## config.mk

```make
export PLATFORM = sky130hd
export DESIGN_NAME = tx_aware_perf_event_filter
export DESIGN_NICKNAME = d
export VERILOG_FILES = /design/src/core/txpf_pkg.sv /design/src/core/txpf_counter.sv /design/src/core/tx_aware_perf_event_filter.sv
export VERILOG_INCLUDE_DIRS = /design/src /design/src/core
export SDC_FILE = /design/constraint.sdc
export NUM_CORES = 1
export LEC_CHECK = 0
export BUFFER_PORTS_ARGS = -buffer_cell sky130_fd_sc_hd__buf_4
export CORE_MARGIN = 4
export CORE_UTILIZATION = 25
export DETAILED_ROUTE_END_ITERATION = 6
export PLACE_DENSITY = 0.48
export SYNTH_ARGS = -nofsm -noshare
export SYNTH_HDL_FRONTEND = slang
export SYNTH_SLANG_ARGS = --single-unit
```

## constraint.sdc

```tcl
create_clock -name mclk -period 2.4 [get_ports mclk]
set_input_delay 0.6 -clock mclk [delete_from_list [all_inputs] [get_ports mclk]]
set_output_delay 0.6 -clock mclk [all_outputs]
set_load 0.01 [all_outputs]
```

## src/core/txpf_cfg.svh

```systemverilog
/*
 * Constants for the transaction-aware event filter: field positions,
 * event encodings, record offsets and reset values.
 * Assumes inclusion by the package and the design modules.
 */
`ifndef TXPF_CFG_SVH
`define TXPF_CFG_SVH

// ==========================================================
// Event select fields
`define TXPF_SEL_IN_REGION_BIT   32
`define TXPF_SEL_CHECKPOINT_BIT  33
`define TXPF_SEL_CODE_LSB        0
`define TXPF_SEL_UMASK_LSB       8
`define TXPF_SEL_EN_BIT          22
`define TXPF_CKPT_COUNTER        2

// ==========================================================
// Abortable event encodings
`define TXPF_EV_ELIDED_CODE      8'hC8
`define TXPF_EV_RESTR_CODE       8'hC9
`define TXPF_EV_ABORT_UMASK      8'h04

// ==========================================================
// Record entry offsets
`define TXPF_REC_IP_OFS          8'h08
`define TXPF_REC_SIP_OFS         8'hB0
`define TXPF_REC_ABORT_OFS       8'hB8

// ==========================================================
// Abort-information word layout
`define TXPF_AI_CYC_MSB          31
`define TXPF_AI_ELIDED_BIT       32
`define TXPF_AI_RESTR_BIT        33
`define TXPF_AI_INSN_BIT         34
`define TXPF_AI_NONINSN_BIT      35
`define TXPF_AI_RETRY_BIT        36
`define TXPF_AI_CONFLICT_BIT     37
`define TXPF_AI_CAPW_BIT         38
`define TXPF_AI_CAPR_BIT         39
`define TXPF_AI_SUSP_BIT         40

// ==========================================================
// Reset values
`define TXPF_CNT_RESET           48'h0000_0000_0000
`define TXPF_WORD_RESET          64'h0000_0000_0000_0000

`endif

```

## src/core/txpf_pkg.sv

```systemverilog
/*
 * Types shared by the transaction-aware event filter.
 * Assumes the constants header is on the include path.
 */
`include "txpf_cfg.svh"

package txpf_pkg;

	typedef enum logic [1:0] {
		TXPF_MODE_NONE   = 2'b00,
		TXPF_MODE_ELIDED = 2'b01,
		TXPF_MODE_RESTR  = 2'b10
	} txpf_mode_t;

	// Abort cause flags reported by the core at an abort
	typedef struct packed {
		logic insnTied;
		logic insnUnrelated;
		logic retry;
		logic conflict;
		logic capWrites;
		logic capReads;
		logic inSuspend;
	} txpf_cause_t;

	// Sample record as seen by software
	typedef struct packed {
		logic        valid;
		logic        abortRecord;
		logic [63:0] regionIp;
		logic [63:0] sampledIp;
		logic [63:0] abortInfo;
	} txpf_record_t;

	// Restart direction given back to the core
	typedef struct packed {
		logic        valid;
		logic        toFallback;
		logic [63:0] target;
	} txpf_restart_t;

endpackage

```

## src/core/txpf_counter.sv

```systemverilog
/*
 * One filtered performance counter with optional checkpoint.
 * Assumes event pulses and region flags synchronous to mclk.
 */
`timescale 1ns/10ps
`include "txpf_cfg.svh"

module txpf_counter (
	input  wire logic        mclk,
	input  wire logic        rst_n,
	input  wire logic        enable,
	input  wire logic        inRegionOnly,
	input  wire logic        checkpointOn,
	input  wire logic        eventHit,
	input  wire logic        inRegion,
	input  wire logic        regionBegin,
	input  wire logic        regionAbort,
	output logic [47:0]      count_q,
	output logic             overflow_q
);

	logic [47:0] ckpt_q;
	logic        pass;
	logic [48:0] sum;

	// ==========================================================
	// Filtering
	assign pass = enable && eventHit && (!inRegionOnly || inRegion);
	assign sum  = {1'b0, count_q} + 49'h1;

	// ==========================================================
	// Checkpoint taken when the region opens
	always_ff @(posedge mclk or negedge rst_n) begin
		if (!rst_n) begin
			ckpt_q <= `TXPF_CNT_RESET;
		end else if (regionBegin) begin
			ckpt_q <= count_q;
		end
	end

	// ==========================================================
	// Count; abort rollback wins over an increment in the same cycle
	always_ff @(posedge mclk or negedge rst_n) begin
		if (!rst_n) begin
			count_q    <= `TXPF_CNT_RESET;
			overflow_q <= 1'b0;
		end else if (checkpointOn && regionAbort) begin
			count_q    <= ckpt_q;
			overflow_q <= 1'b0;
		end else if (pass) begin
			count_q    <= sum[47:0];
			overflow_q <= sum[48];
		end else begin
			overflow_q <= 1'b0;
		end
	end

endmodule

```

## src/core/tx_aware_perf_event_filter.sv

```systemverilog
/*
 * Transaction-aware performance counter filter and sample-record builder.
 * Assumes the core supplies region begin/commit/abort pulses, abort
 * causes, region and fallback addresses, all synchronous to mclk.
 */
`timescale 1ns/10ps
`include "txpf_cfg.svh"

module tx_aware_perf_event_filter #(
	parameter int NUM_CNT = 4,
	parameter bit HAS_SUSPEND = 1'b0
) (
	input  wire logic                     mclk,
	input  wire logic                     rst_n,
	input  wire logic [NUM_CNT-1:0][63:0] eventSelect,
	input  wire logic [NUM_CNT-1:0][7:0]  eventCode,
	input  wire logic [NUM_CNT-1:0]       eventHit,
	input  wire logic                     txSupported,
	input  wire logic                     regionBegin,
	input  wire txpf_pkg::txpf_mode_t     regionMode,
	input  wire logic [63:0]              regionStartIp,
	input  wire logic [63:0]              fallbackIp,
	input  wire logic                     regionCommit,
	input  wire logic                     coreAbort,
	input  wire txpf_pkg::txpf_cause_t    abortCause,
	input  wire logic [63:0]              sampledIp,
	input  wire logic                     sampleRequest,
	input  wire logic                     recordAck,
	output logic [NUM_CNT-1:0][47:0]      counterValue_q,
	output logic                          forceAbort_q,
	output txpf_pkg::txpf_restart_t       restart_q,
	output txpf_pkg::txpf_record_t        record_q,
	output logic                          inRegion_q
);

	txpf_pkg::txpf_mode_t mode_q;
	logic [31:0]          cycles_q;
	logic [63:0]          startIp_q;
	logic [63:0]          fbIp_q;
	logic                 pending_q;
	logic [63:0]          pendIp_q;
	logic                 abortNow;
	logic                 anyAbortOvf;
	logic [NUM_CNT-1:0]   overflow;
	logic [NUM_CNT-1:0][47:0] cnt;

	// ==========================================================
	// Decoders
	function automatic logic is_abort_event(input logic [63:0] sel);
		logic [7:0] code;
		logic [7:0] umask;
		code  = sel[`TXPF_SEL_CODE_LSB +: 8];
		umask = sel[`TXPF_SEL_UMASK_LSB +: 8];
		is_abort_event = umask == `TXPF_EV_ABORT_UMASK &&
			(code == `TXPF_EV_ELIDED_CODE || code == `TXPF_EV_RESTR_CODE);
	endfunction

	// Support comes in as an argument so the port expressions follow its changes
	function automatic logic filter_bit(input logic [63:0] sel, input logic supported,
		input logic ckpt, input int idx);
		// Filters ignored without transactional support
		if (!supported) begin
			filter_bit = 1'b0;
		end else if (ckpt) begin
			filter_bit = sel[`TXPF_SEL_CHECKPOINT_BIT] && idx == `TXPF_CKPT_COUNTER;
		end else begin
			filter_bit = sel[`TXPF_SEL_IN_REGION_BIT];
		end
	endfunction

	// ==========================================================
	// Abort sources: core abort, pended sample or new sample request inside region
	assign abortNow = inRegion_q && (coreAbort || pending_q || sampleRequest);

	// ==========================================================
	// Counters
	generate
		for (genvar i = 0; i < NUM_CNT; i++) begin : g_cnt
			txpf_counter u_cnt (
				.mclk         (mclk),
				.rst_n        (rst_n),
				.enable       (eventSelect[i][`TXPF_SEL_EN_BIT]),
				.inRegionOnly (filter_bit(eventSelect[i], txSupported, 1'b0, i)),
				.checkpointOn (filter_bit(eventSelect[i], txSupported, 1'b1, i)),
				.eventHit     (eventHit[i]),
				.inRegion     (inRegion_q),
				.regionBegin  (regionBegin && !inRegion_q),
				.regionAbort  (abortNow),
				.count_q      (cnt[i]),
				.overflow_q   (overflow[i])
			);
		end
	endgenerate

	always_comb begin
		anyAbortOvf = 1'b0;
		for (int k = 0; k < NUM_CNT; k++) begin
			if (overflow[k] && is_abort_event(eventSelect[k])) begin
				anyAbortOvf = 1'b1;
			end
		end
	end

	always_ff @(posedge mclk or negedge rst_n) begin
		if (!rst_n) begin
			counterValue_q <= '0;
		end else begin
			counterValue_q <= cnt;
		end
	end

	// ==========================================================
	// Region tracking and cycle count of latest region
	always_ff @(posedge mclk or negedge rst_n) begin
		if (!rst_n) begin
			inRegion_q <= 1'b0;
			mode_q     <= txpf_pkg::TXPF_MODE_NONE;
			cycles_q   <= 32'h0000_0000;
			startIp_q  <= 64'h0000_0000_0000_0000;
			fbIp_q     <= 64'h0000_0000_0000_0000;
		end else if (abortNow || (inRegion_q && regionCommit)) begin
			inRegion_q <= 1'b0;
		end else if (regionBegin && !inRegion_q) begin
			// Nested begins keep the outermost region's addresses
			inRegion_q <= 1'b1;
			mode_q     <= regionMode;
			cycles_q   <= 32'h0000_0001;
			startIp_q  <= regionStartIp;
			fbIp_q     <= fallbackIp;
		end else if (inRegion_q) begin
			cycles_q   <= cycles_q + 32'h0000_0001;
		end
	end

	// ==========================================================
	// Sample inside a region aborts it in the same cycle, so pending_q never sets
	always_ff @(posedge mclk or negedge rst_n) begin
		if (!rst_n) begin
			pending_q <= 1'b0;
			pendIp_q  <= 64'h0000_0000_0000_0000;
		end else if (abortNow) begin
			pending_q <= 1'b0;
		end else if (sampleRequest && !inRegion_q) begin
			pending_q <= 1'b0;
		end else if (sampleRequest) begin
			pending_q <= 1'b1;
			pendIp_q  <= sampledIp;
		end
	end

	always_ff @(posedge mclk or negedge rst_n) begin
		if (!rst_n) begin
			forceAbort_q <= 1'b0;
		end else begin
			forceAbort_q <= inRegion_q && (pending_q || sampleRequest) && !coreAbort;
		end
	end

	// ==========================================================
	// Restart direction after an abort
	always_ff @(posedge mclk or negedge rst_n) begin
		if (!rst_n) begin
			restart_q <= '0;
		end else begin
			restart_q.valid      <= abortNow;
			restart_q.toFallback <= abortNow && mode_q == txpf_pkg::TXPF_MODE_RESTR;
			restart_q.target     <= (mode_q == txpf_pkg::TXPF_MODE_RESTR) ? fbIp_q
				: startIp_q;
		end
	end

	// ==========================================================
	// Record builder; a new record overwrites, software acks to clear
	always_ff @(posedge mclk or negedge rst_n) begin
		if (!rst_n) begin
			record_q <= '0;
		end else if (abortNow && (pending_q || sampleRequest || anyAbortOvf)) begin
			record_q.valid       <= 1'b1;
			record_q.abortRecord <= 1'b1;
			record_q.regionIp    <= (mode_q == txpf_pkg::TXPF_MODE_RESTR) ? fbIp_q
				: startIp_q;
			record_q.sampledIp   <= (pending_q ? pendIp_q : sampledIp);
			record_q.abortInfo   <= `TXPF_WORD_RESET;
			record_q.abortInfo[`TXPF_AI_CYC_MSB:0] <= cycles_q;
			record_q.abortInfo[`TXPF_AI_ELIDED_BIT] <= mode_q == txpf_pkg::TXPF_MODE_ELIDED;
			record_q.abortInfo[`TXPF_AI_RESTR_BIT]  <= mode_q == txpf_pkg::TXPF_MODE_RESTR;
			record_q.abortInfo[`TXPF_AI_INSN_BIT]    <= coreAbort && abortCause.insnTied;
			record_q.abortInfo[`TXPF_AI_NONINSN_BIT] <= !coreAbort || abortCause.insnUnrelated;
			record_q.abortInfo[`TXPF_AI_RETRY_BIT]    <= !coreAbort || abortCause.retry;
			record_q.abortInfo[`TXPF_AI_CONFLICT_BIT] <= coreAbort && abortCause.conflict;
			record_q.abortInfo[`TXPF_AI_CAPW_BIT]     <= coreAbort && abortCause.capWrites;
			record_q.abortInfo[`TXPF_AI_CAPR_BIT]     <= coreAbort && abortCause.capReads;
			record_q.abortInfo[`TXPF_AI_SUSP_BIT]     <= HAS_SUSPEND && coreAbort
				&& abortCause.inSuspend;
		end else if (sampleRequest && !inRegion_q) begin
			record_q.valid       <= 1'b1;
			record_q.abortRecord <= 1'b0;
			record_q.regionIp    <= sampledIp;
			record_q.sampledIp   <= sampledIp;
			record_q.abortInfo   <= `TXPF_WORD_RESET;
			record_q.abortInfo[`TXPF_AI_CYC_MSB:0] <= cycles_q;
		end else if (recordAck) begin
			record_q.valid <= 1'b0;
		end
	end

endmodule

```

### Yosys cells after proc, flatten, opt, wreduce, memory -nomap -nowiden

Cells that the tools add are included.

* output and inout bits: 454
* register bits after elaboration: 925
* logic and storage cells: 139

* mux-type cells: 29
* bitwise operators: 3
* eq/ne operators: 14
* $add $sub $neg: 5
* reductions and logical operators: 59

Operators by type and width (number)
* $add A48 B1 Y49 const B: 4
* $mux W194: 1
* $mux W193: 1
* $mux W64: 2
* $mux W48: 2
* $eq A8 B8 Y1 const B: 8
* $mux W32: 2
* $add A32 B1 Y32 const B: 1
* $eq A8 B3 Y1 const B: 4
* $logic_and A1 B1 Y1: 29
* $mux W1: 21
* $logic_or A1 B1 Y1: 15
* $reduce_bool A2 Y1: 4
* $logic_not A1 Y1: 6
* $reduce_bool A3 Y1: 2
* $reduce_and A2 Y1: 2
* $not A1 Y1: 3
* $reduce_and A3 Y1: 1
* $eq A2 B1 Y1 const B: 1
* $eq A2 B2 Y1 const B: 1

### Depth between registers and ports, before layout

* word-level depth: 11
* gate-level depth with buffers: 9
* gate-level depth less buffers: 6

### Modules after synthesis

A second synthesis with hierarchy kept.

* cells, all modules: 3633
* area, all modules: 42283.1 sq um

By module, submodules not included
* tx_aware_perf_event_filter: cells each 1865, times used 1, seq. area each 16440.8 sq um, area an instance 23740.3 sq um
* txpf_counter: cells each 442, times used 4, seq. area each 2427.3 sq um, area an instance 4635.7 sq um

### Least setup slack after synthesis

Ideal clock, no wire load.

* path kind: input port to flip-flop
* from: input sampleRequest
* to: register record_q[130] (netlist name)
* slack: 0.017 ns
* library setup time: 0.125 ns
* stages: 7
* required time: 2.275 ns
* arrival time: 2.259 ns
* path buffers: 2
* path through: clkbuf_1 -> or2_2 -> a41oi_1 -> nand4_1 -> nand2_1 -> buf_2 -> mux2_2

* word-level cells in the longest chain between the ends: 4

RTL lines
* from (decl): RTL line tx_aware_perf_event_filter.sv:27 `input wire logic sampleRequest,`
* $logic_or A1 B1 Y1, on equally long branches: RTL line tx_aware_perf_event_filter.sv:73, tx_aware_perf_event_filter.sv:177
* $logic_and A1 B1 Y1 / $logic_or A1 B1 Y1 (equally long branches): RTL line tx_aware_perf_event_filter.sv:73, tx_aware_perf_event_filter.sv:177
* $logic_and A1 B1 Y1: RTL line tx_aware_perf_event_filter.sv:177 `end else if (abortNow && (pending_q || sampleRequest || anyAbortOvf)) begin`
* $mux W194 / $reduce_bool A2 Y1 (equally long branches)
* to (decl): RTL line tx_aware_perf_event_filter.sv:32 `output txpf_pkg::txpf_record_t record_q,`

Parallel ways exist; a longest one is shown, timed or not.
A chain may end at the register's enable or synchronous reset.

### Worst setup path after layout

* from: register pending_q
* to: register cycles_q[25]

* word-level cells in the longest chain between the ends: 6

RTL lines
* from (decl): RTL line tx_aware_perf_event_filter.sv:40 `logic pending_q;`
* from (signal assigned): RTL line tx_aware_perf_event_filter.sv:139 `pending_q <= 1'b0;`
* from (signal assigned): RTL line tx_aware_perf_event_filter.sv:142 `pending_q <= 1'b0;`
* from (signal assigned): RTL line tx_aware_perf_event_filter.sv:144 `pending_q <= 1'b0;`
* $logic_or A1 B1 Y1 (2 in series): RTL line tx_aware_perf_event_filter.sv:73 `assign abortNow = inRegion_q && (coreAbort || pending_q || sampleRequest);`
* $logic_and A1 B1 Y1: RTL line tx_aware_perf_event_filter.sv:73
* $logic_or A1 B1 Y1: RTL line tx_aware_perf_event_filter.sv:121 `end else if (abortNow || (inRegion_q && regionCommit)) begin`
* $not A1 Y1 (no source line)
* $reduce_and A2 Y1 (no source line)
* to (signal assigned): RTL line tx_aware_perf_event_filter.sv:131 `cycles_q <= cycles_q + 32'h0000_0001;`
* to (decl): RTL line tx_aware_perf_event_filter.sv:37 `logic [31:0] cycles_q;`

Every way passes these cells.

==> Flow_metrics.wiki <==
{| class="wikitable"
! Metric !! Value
|-
| Startpoint types || register
|-
| Clk sink count || 901
|-
| Share of the synthesized netlist area taken by xor and xnor gates || 0.04627
|-
| Worst reg-to-reg path cell count || 8
|-
| Number of core rows || 137
|-
| Clock insertion delay at the later pin of the skew report || 0.70 ns
|-
| Pin count of the biggest net entering global routing || 105
|-
| Switching power of the nets || 10.57 mW
|-
| Power per cell area || 837.1 nW/µm²
|-
| Arrival time worst endpoint || 2.94 ns
|-
| Y dimension of the die || 382.3 µm
|-
| Sequential element share of the synthesized area || 0.6439
|-
| CTS tree || yes
|-
| Post-synthesis cell type with the largest combined area || sky130_fd_sc_hd__dfrtp_1
|-
| Share of final-layout standard cells stronger than drive strength 1 || 0.3818
|-
| Internal power || 29.37 mW
|-
| GRT Residual Overflow || 0
|-
| Switching fraction of total power || 0.2646
|-
| Drt pass-1 iters || 5
|-
| Startpoint of the most critical register-to-register path || pending_q$_DFFE_PN0P_
|-
| R2R Setup Slk || 0.07 ns
|-
| HPWL reported at the end of detailed placement || 88.74 mm
|-
| Final GP Congestion || 0.8264
|-
| Commonest cells in the synthesized netlist || 901 x sky130_fd_sc_hd__dfrtp_1, 666 x sky130_fd_sc_hd__nand2_1, 230 x sky130_fd_sc_hd__mux2_2
|-
| Async set or reset register ratio after synthesis || 1.000
|-
| Pins Over Slew Limit || 0
|-
| Primary flip-flop cell chosen by synthesis mapping || sky130_fd_sc_hd__dfrtp_1
|-
| Relative contribution of the clock network to total power || 0.403
|-
| Time the final worst path needs with I/O delays and setup || 2.326 ns
|-
| Post-route insts no fill || 5753
|-
| Via count of the first global-routing pass || 25780
|-
| Fraction of the mapped netlist area in simple logic gates || 0.1638
|-
| TritonCTS Buffers || 102
|-
| Avg Cell Area, Syn || 11.91 µm²
|-
| Placed insts || 5538
|-
| Post-synthesis adder-cell area fraction || 0.001787
|-
| Combinational share of power || 0.152
|-
| Via count || 24690
|-
| Data required time of the critical path || 3.01 ns
|-
| Slew at the pin closest to its max-slew limit || 0.7011 ns
|-
| Final hold violation count || 0
|-
| Count of H-tree levels built during CTS || 3
|-
| Flip-flop and latch count after synthesis || 901
|-
| Peak ir drop on the vdd network || 0.0005685 V
|-
| Count of maximum capacitance violations || 0
|-
| Finish-stage setup viols || 0
|-
| Number of remaining DRC errors || 0
|-
| Leading cell type by number of instances after synthesis || sky130_fd_sc_hd__dfrtp_1
|-
| Multiplexer area fraction after synthesis || 0.07711
|-
| Post-Synthesis Cell Area || 35020 µm²
|-
| Main area contributors after synthesis || sky130_fd_sc_hd__dfrtp_1 64%, sky130_fd_sc_hd__mux2_2 7.4%, sky130_fd_sc_hd__nand2_1 7.1%
|-
| Worst-case hold slack || 0.08915 ns
|-
| Nets || 4282
|-
| Bufs on Longest Clock Path || 3
|-
| Chip width || 382.3 µm
|-
| Total track usage || 0.1595
|-
| Synth warnings || 0
|-
| Wire length of the first global-routing pass || 175.2 mm
|-
| Routed wire length || 119.1 mm
|-
| Share of total power in sequential cells || 0.445
|-
| Highest achievable clock rate || 429.9 MHz
|-
| Endpoint class of the critical path || register
|-
| Via-to-Cell Ratio || 4.292
|-
| Worst hold path class || in2reg
|-
| Clock transition at the register clock pins on the worst setup and hold paths after CTS || 0.06 ns
|-
| Biggest fanout along the worst timing path || 8
|-
| Clock skew after layout || 0.03606 ns
|-
| Die Area || 146100 µm²
|-
| Total power || 39.93 mW
|-
| Total Negative Setup Slacks || 0 ns
|-
| Initial antenna violation count || 23
|-
| Routed WL per cell || 20.69 µm
|-
| Post-synth EDFFs || 0
|-
| Fraction of the mapped netlist area in compound gates || 0.03730
|-
| Setup repair after global routing missed its margin || true
|-
| Number of DRC violations after detailed-routing iteration 0 || 1257
|-
| FF-to-FF End || cycles_q[25]$_DFFE_PN0P_
|-
| Remaining antenna violation count || 0
|-
| I/O pin count || 955
|-
| Final worst-path cycle share || 0.9692
|-
| Area overhead of the layout relative to synthesis || 36.24%
|-
| Initial standard-cell utilization of the core || 0.2513
|-
| Mapped Cells || 2940
|-
| P_leak || 23.01 nW
|-
| Combinational family with the most area after synthesis || simple AND/OR/NAND/NOR gates
|-
| Crit path kind || reg2reg
|-
| Input/output buffers || 710
|-
| Number of different library cells in the post-synthesis netlist || 56
|-
| Hold path startpoint || fallbackIp[60]
|-
| Worst slew margin relative to its limit || 0.5326
|-
| Result of the run || finished clean
|-
| Share of Yosys cell area claimed by the top area cell type || 0.6439
|-
| Clock Tree Root || sky130_fd_sc_hd__clkbuf_16
|-
| Cell count of the worst hold path || 3
|-
| Core box area || 139400 µm²
|-
| Endpoint of the worst hold path || fbIp_q[60]$_DFFE_PN0P_
|}
critical path, cell delays in order, from the launching register on:
cell and delay (ns):
sky130_fd_sc_hd__dfrtp_1 0.40, sky130_fd_sc_hd__buf_4 0.16, sky130_fd_sc_hd__nor3_4 0.16, sky130_fd_sc_hd__buf_6 0.15, sky130_fd_sc_hd__a31oi_4 0.10, sky130_fd_sc_hd__or4_4 0.63, sky130_fd_sc_hd__buf_6 0.16, sky130_fd_sc_hd__or3_1 0.35
sky130_fd_sc_hd__a21oi_2 0.13
registers in the layout, indices dropped and copies added (netlist names):
| register | cells |
|---|---|
| counterValue_q | 192 |
| g_cnt.u_cnt.count_q | 192 |
| record_q | 170 |
| restart_q | 66 |
| fbIp_q | 64 |
| pendIp_q | 64 |
| startIp_q | 64 |
| g_cnt.u_cnt.ckpt_q | 48 |
| cycles_q | 32 |
| g_cnt.u_cnt.overflow_q | 4 |
| mode_q | 2 |
| forceAbort_q | 1 |
| inRegion_q | 1 |
| pending_q | 1 |
cells by family after synthesis:
logic type               after synthesis
AND/OR/NAND/NOR                     1198
flip-flops                           901
buffers and inverters                242
multiplexers                         241
XOR/XNOR                             185
AO/OA/AOI/OAI                        167
adder cells (fa/ha/maj)                5
other                                  1
power groups by stage:
stage	Combinational, mW	Clock [mW]	Sequential, mW
after floorplan	2.10	0	18.2
after global placement	6.11	0	18.0
after detailed placement	6.15	0	18.0
after CTS	6.18	16.7	17.8
after global routing	6.58	17.3	18.0
final	6.05	16.1	17.8
metal layers:
metal | global-route usage | wire length (µm) | part of all wire | vias up
li1 | - | - | - | 11620
met1 | 0.2083 | 52350 | 0.44 | 12260
met2 | 0.2532 | 54710 | 0.46 | 644
met3 | 0.04875 | 8290 | 0.070 | 170
met4 | 0.05089 | 3661 | 0.031 | 8
met5 | 0 | 47 | 0.00039 | -
stage by stage:
step	instance area, µm²	setup WS [ns]	utilization
after global placement	43970	-0.5727	0.3155
after detailed placement	43970	-0.5362	0.3155
after global routing	47680	-0.03044	0.3422
final	47710	0.07401	0.3423
after floorplan	35100	0.01659	-
after CTS	47520	0.01261	0.3410
layout by cell type (no fill, tap or decap), types with 7 or more instances in the layout:
cell type	synthesis	routed
sky130_fd_sc_hd__clkbuf_16	0	104
sky130_fd_sc_hd__clkbuf_1	158	24
sky130_fd_sc_hd__nand2_1	666	664
sky130_fd_sc_hd__o221a_2	64	64
sky130_fd_sc_hd__mux2i_1	11	11
sky130_fd_sc_hd__conb_1	1	24
sky130_fd_sc_hd__nor4bb_1	8	7
sky130_fd_sc_hd__bufinv_16	0	8
sky130_fd_sc_hd__o21ai_0	45	45
sky130_fd_sc_hd__xor2_1	53	53
sky130_fd_sc_hd__nor4_1	39	38
sky130_fd_sc_hd__a21oi_1	30	27
sky130_fd_sc_hd__nor2_1	67	66
sky130_fd_sc_hd__o31ai_1	9	9
sky130_fd_sc_hd__diode_2	0	16
sky130_fd_sc_hd__mux2_2	230	230
sky130_fd_sc_hd__and2_1	14	14
sky130_fd_sc_hd__nor4b_1	10	10
sky130_fd_sc_hd__buf_12	0	45
sky130_fd_sc_hd__or2_2	67	67
sky130_fd_sc_hd__buf_4	26	869
sky130_fd_sc_hd__and3_1	47	46
sky130_fd_sc_hd__nor3_1	41	41
sky130_fd_sc_hd__dfrtp_1	901	901
sky130_fd_sc_hd__or4_1	9	8
sky130_fd_sc_hd__clkbuf_8	0	26
sky130_fd_sc_hd__clkinv_2	0	16
sky130_fd_sc_hd__xnor2_1	132	132
sky130_fd_sc_hd__inv_1	29	29
sky130_fd_sc_hd__nand3_1	83	83
sky130_fd_sc_hd__or3_1	16	15
sky130_fd_sc_hd__nand4_1	74	74
sky130_fd_sc_hd__and4_1	22	22
sky130_fd_sc_hd__a31oi_1	8	7
what timing repair did:
item,CTS,global route
endpoints found under the setup margin,35,17
hold buffers,1,0
setup buffers,1,6
gates resized for setup,3,12
endpoints found under the hold margin,22,0
gates cloned,0,2
pin swaps,0,8
cell type report:
class                   count  area [µm²]
diodes                     16       40.04
clock buffers             153        3025
clock inverters            36       471.7
fillers                 14000       91650
inverters                  29       108.9
multi-input cells        1821       11650
flip-flops and latches    901       22550
well taps                1876        2347
repair buffers            921        7520
worst max-delay path by stage:
stage / start / end / slack, ns / cells past startpoint
2_1_floorplan: sampleRequest / record_q[130]$_DFFE_PN0P_ / 0.02 / 7
3_3_place_gp: eventSelect[197] / record_q[1]$_DFFE_PN0P_ / -0.57 / 8
3_5_place_dp: eventSelect[197] / record_q[6]$_DFFE_PN0P_ / -0.54 / 8
4_1_cts: pending_q$_DFFE_PN0P_ / cycles_q[26]$_DFFE_PN0P_ / 0.01 / 7
5_1_grt: pending_q$_DFFE_PN0P_ / cycles_q[25]$_DFFE_PN0P_ / -0.03 / 8
6_report: pending_q$_DFFE_PN0P_ / cycles_q[25]$_DFFE_PN0P_ / 0.07 / 8
No activity file was read; power rests on OpenSTA's default activity.
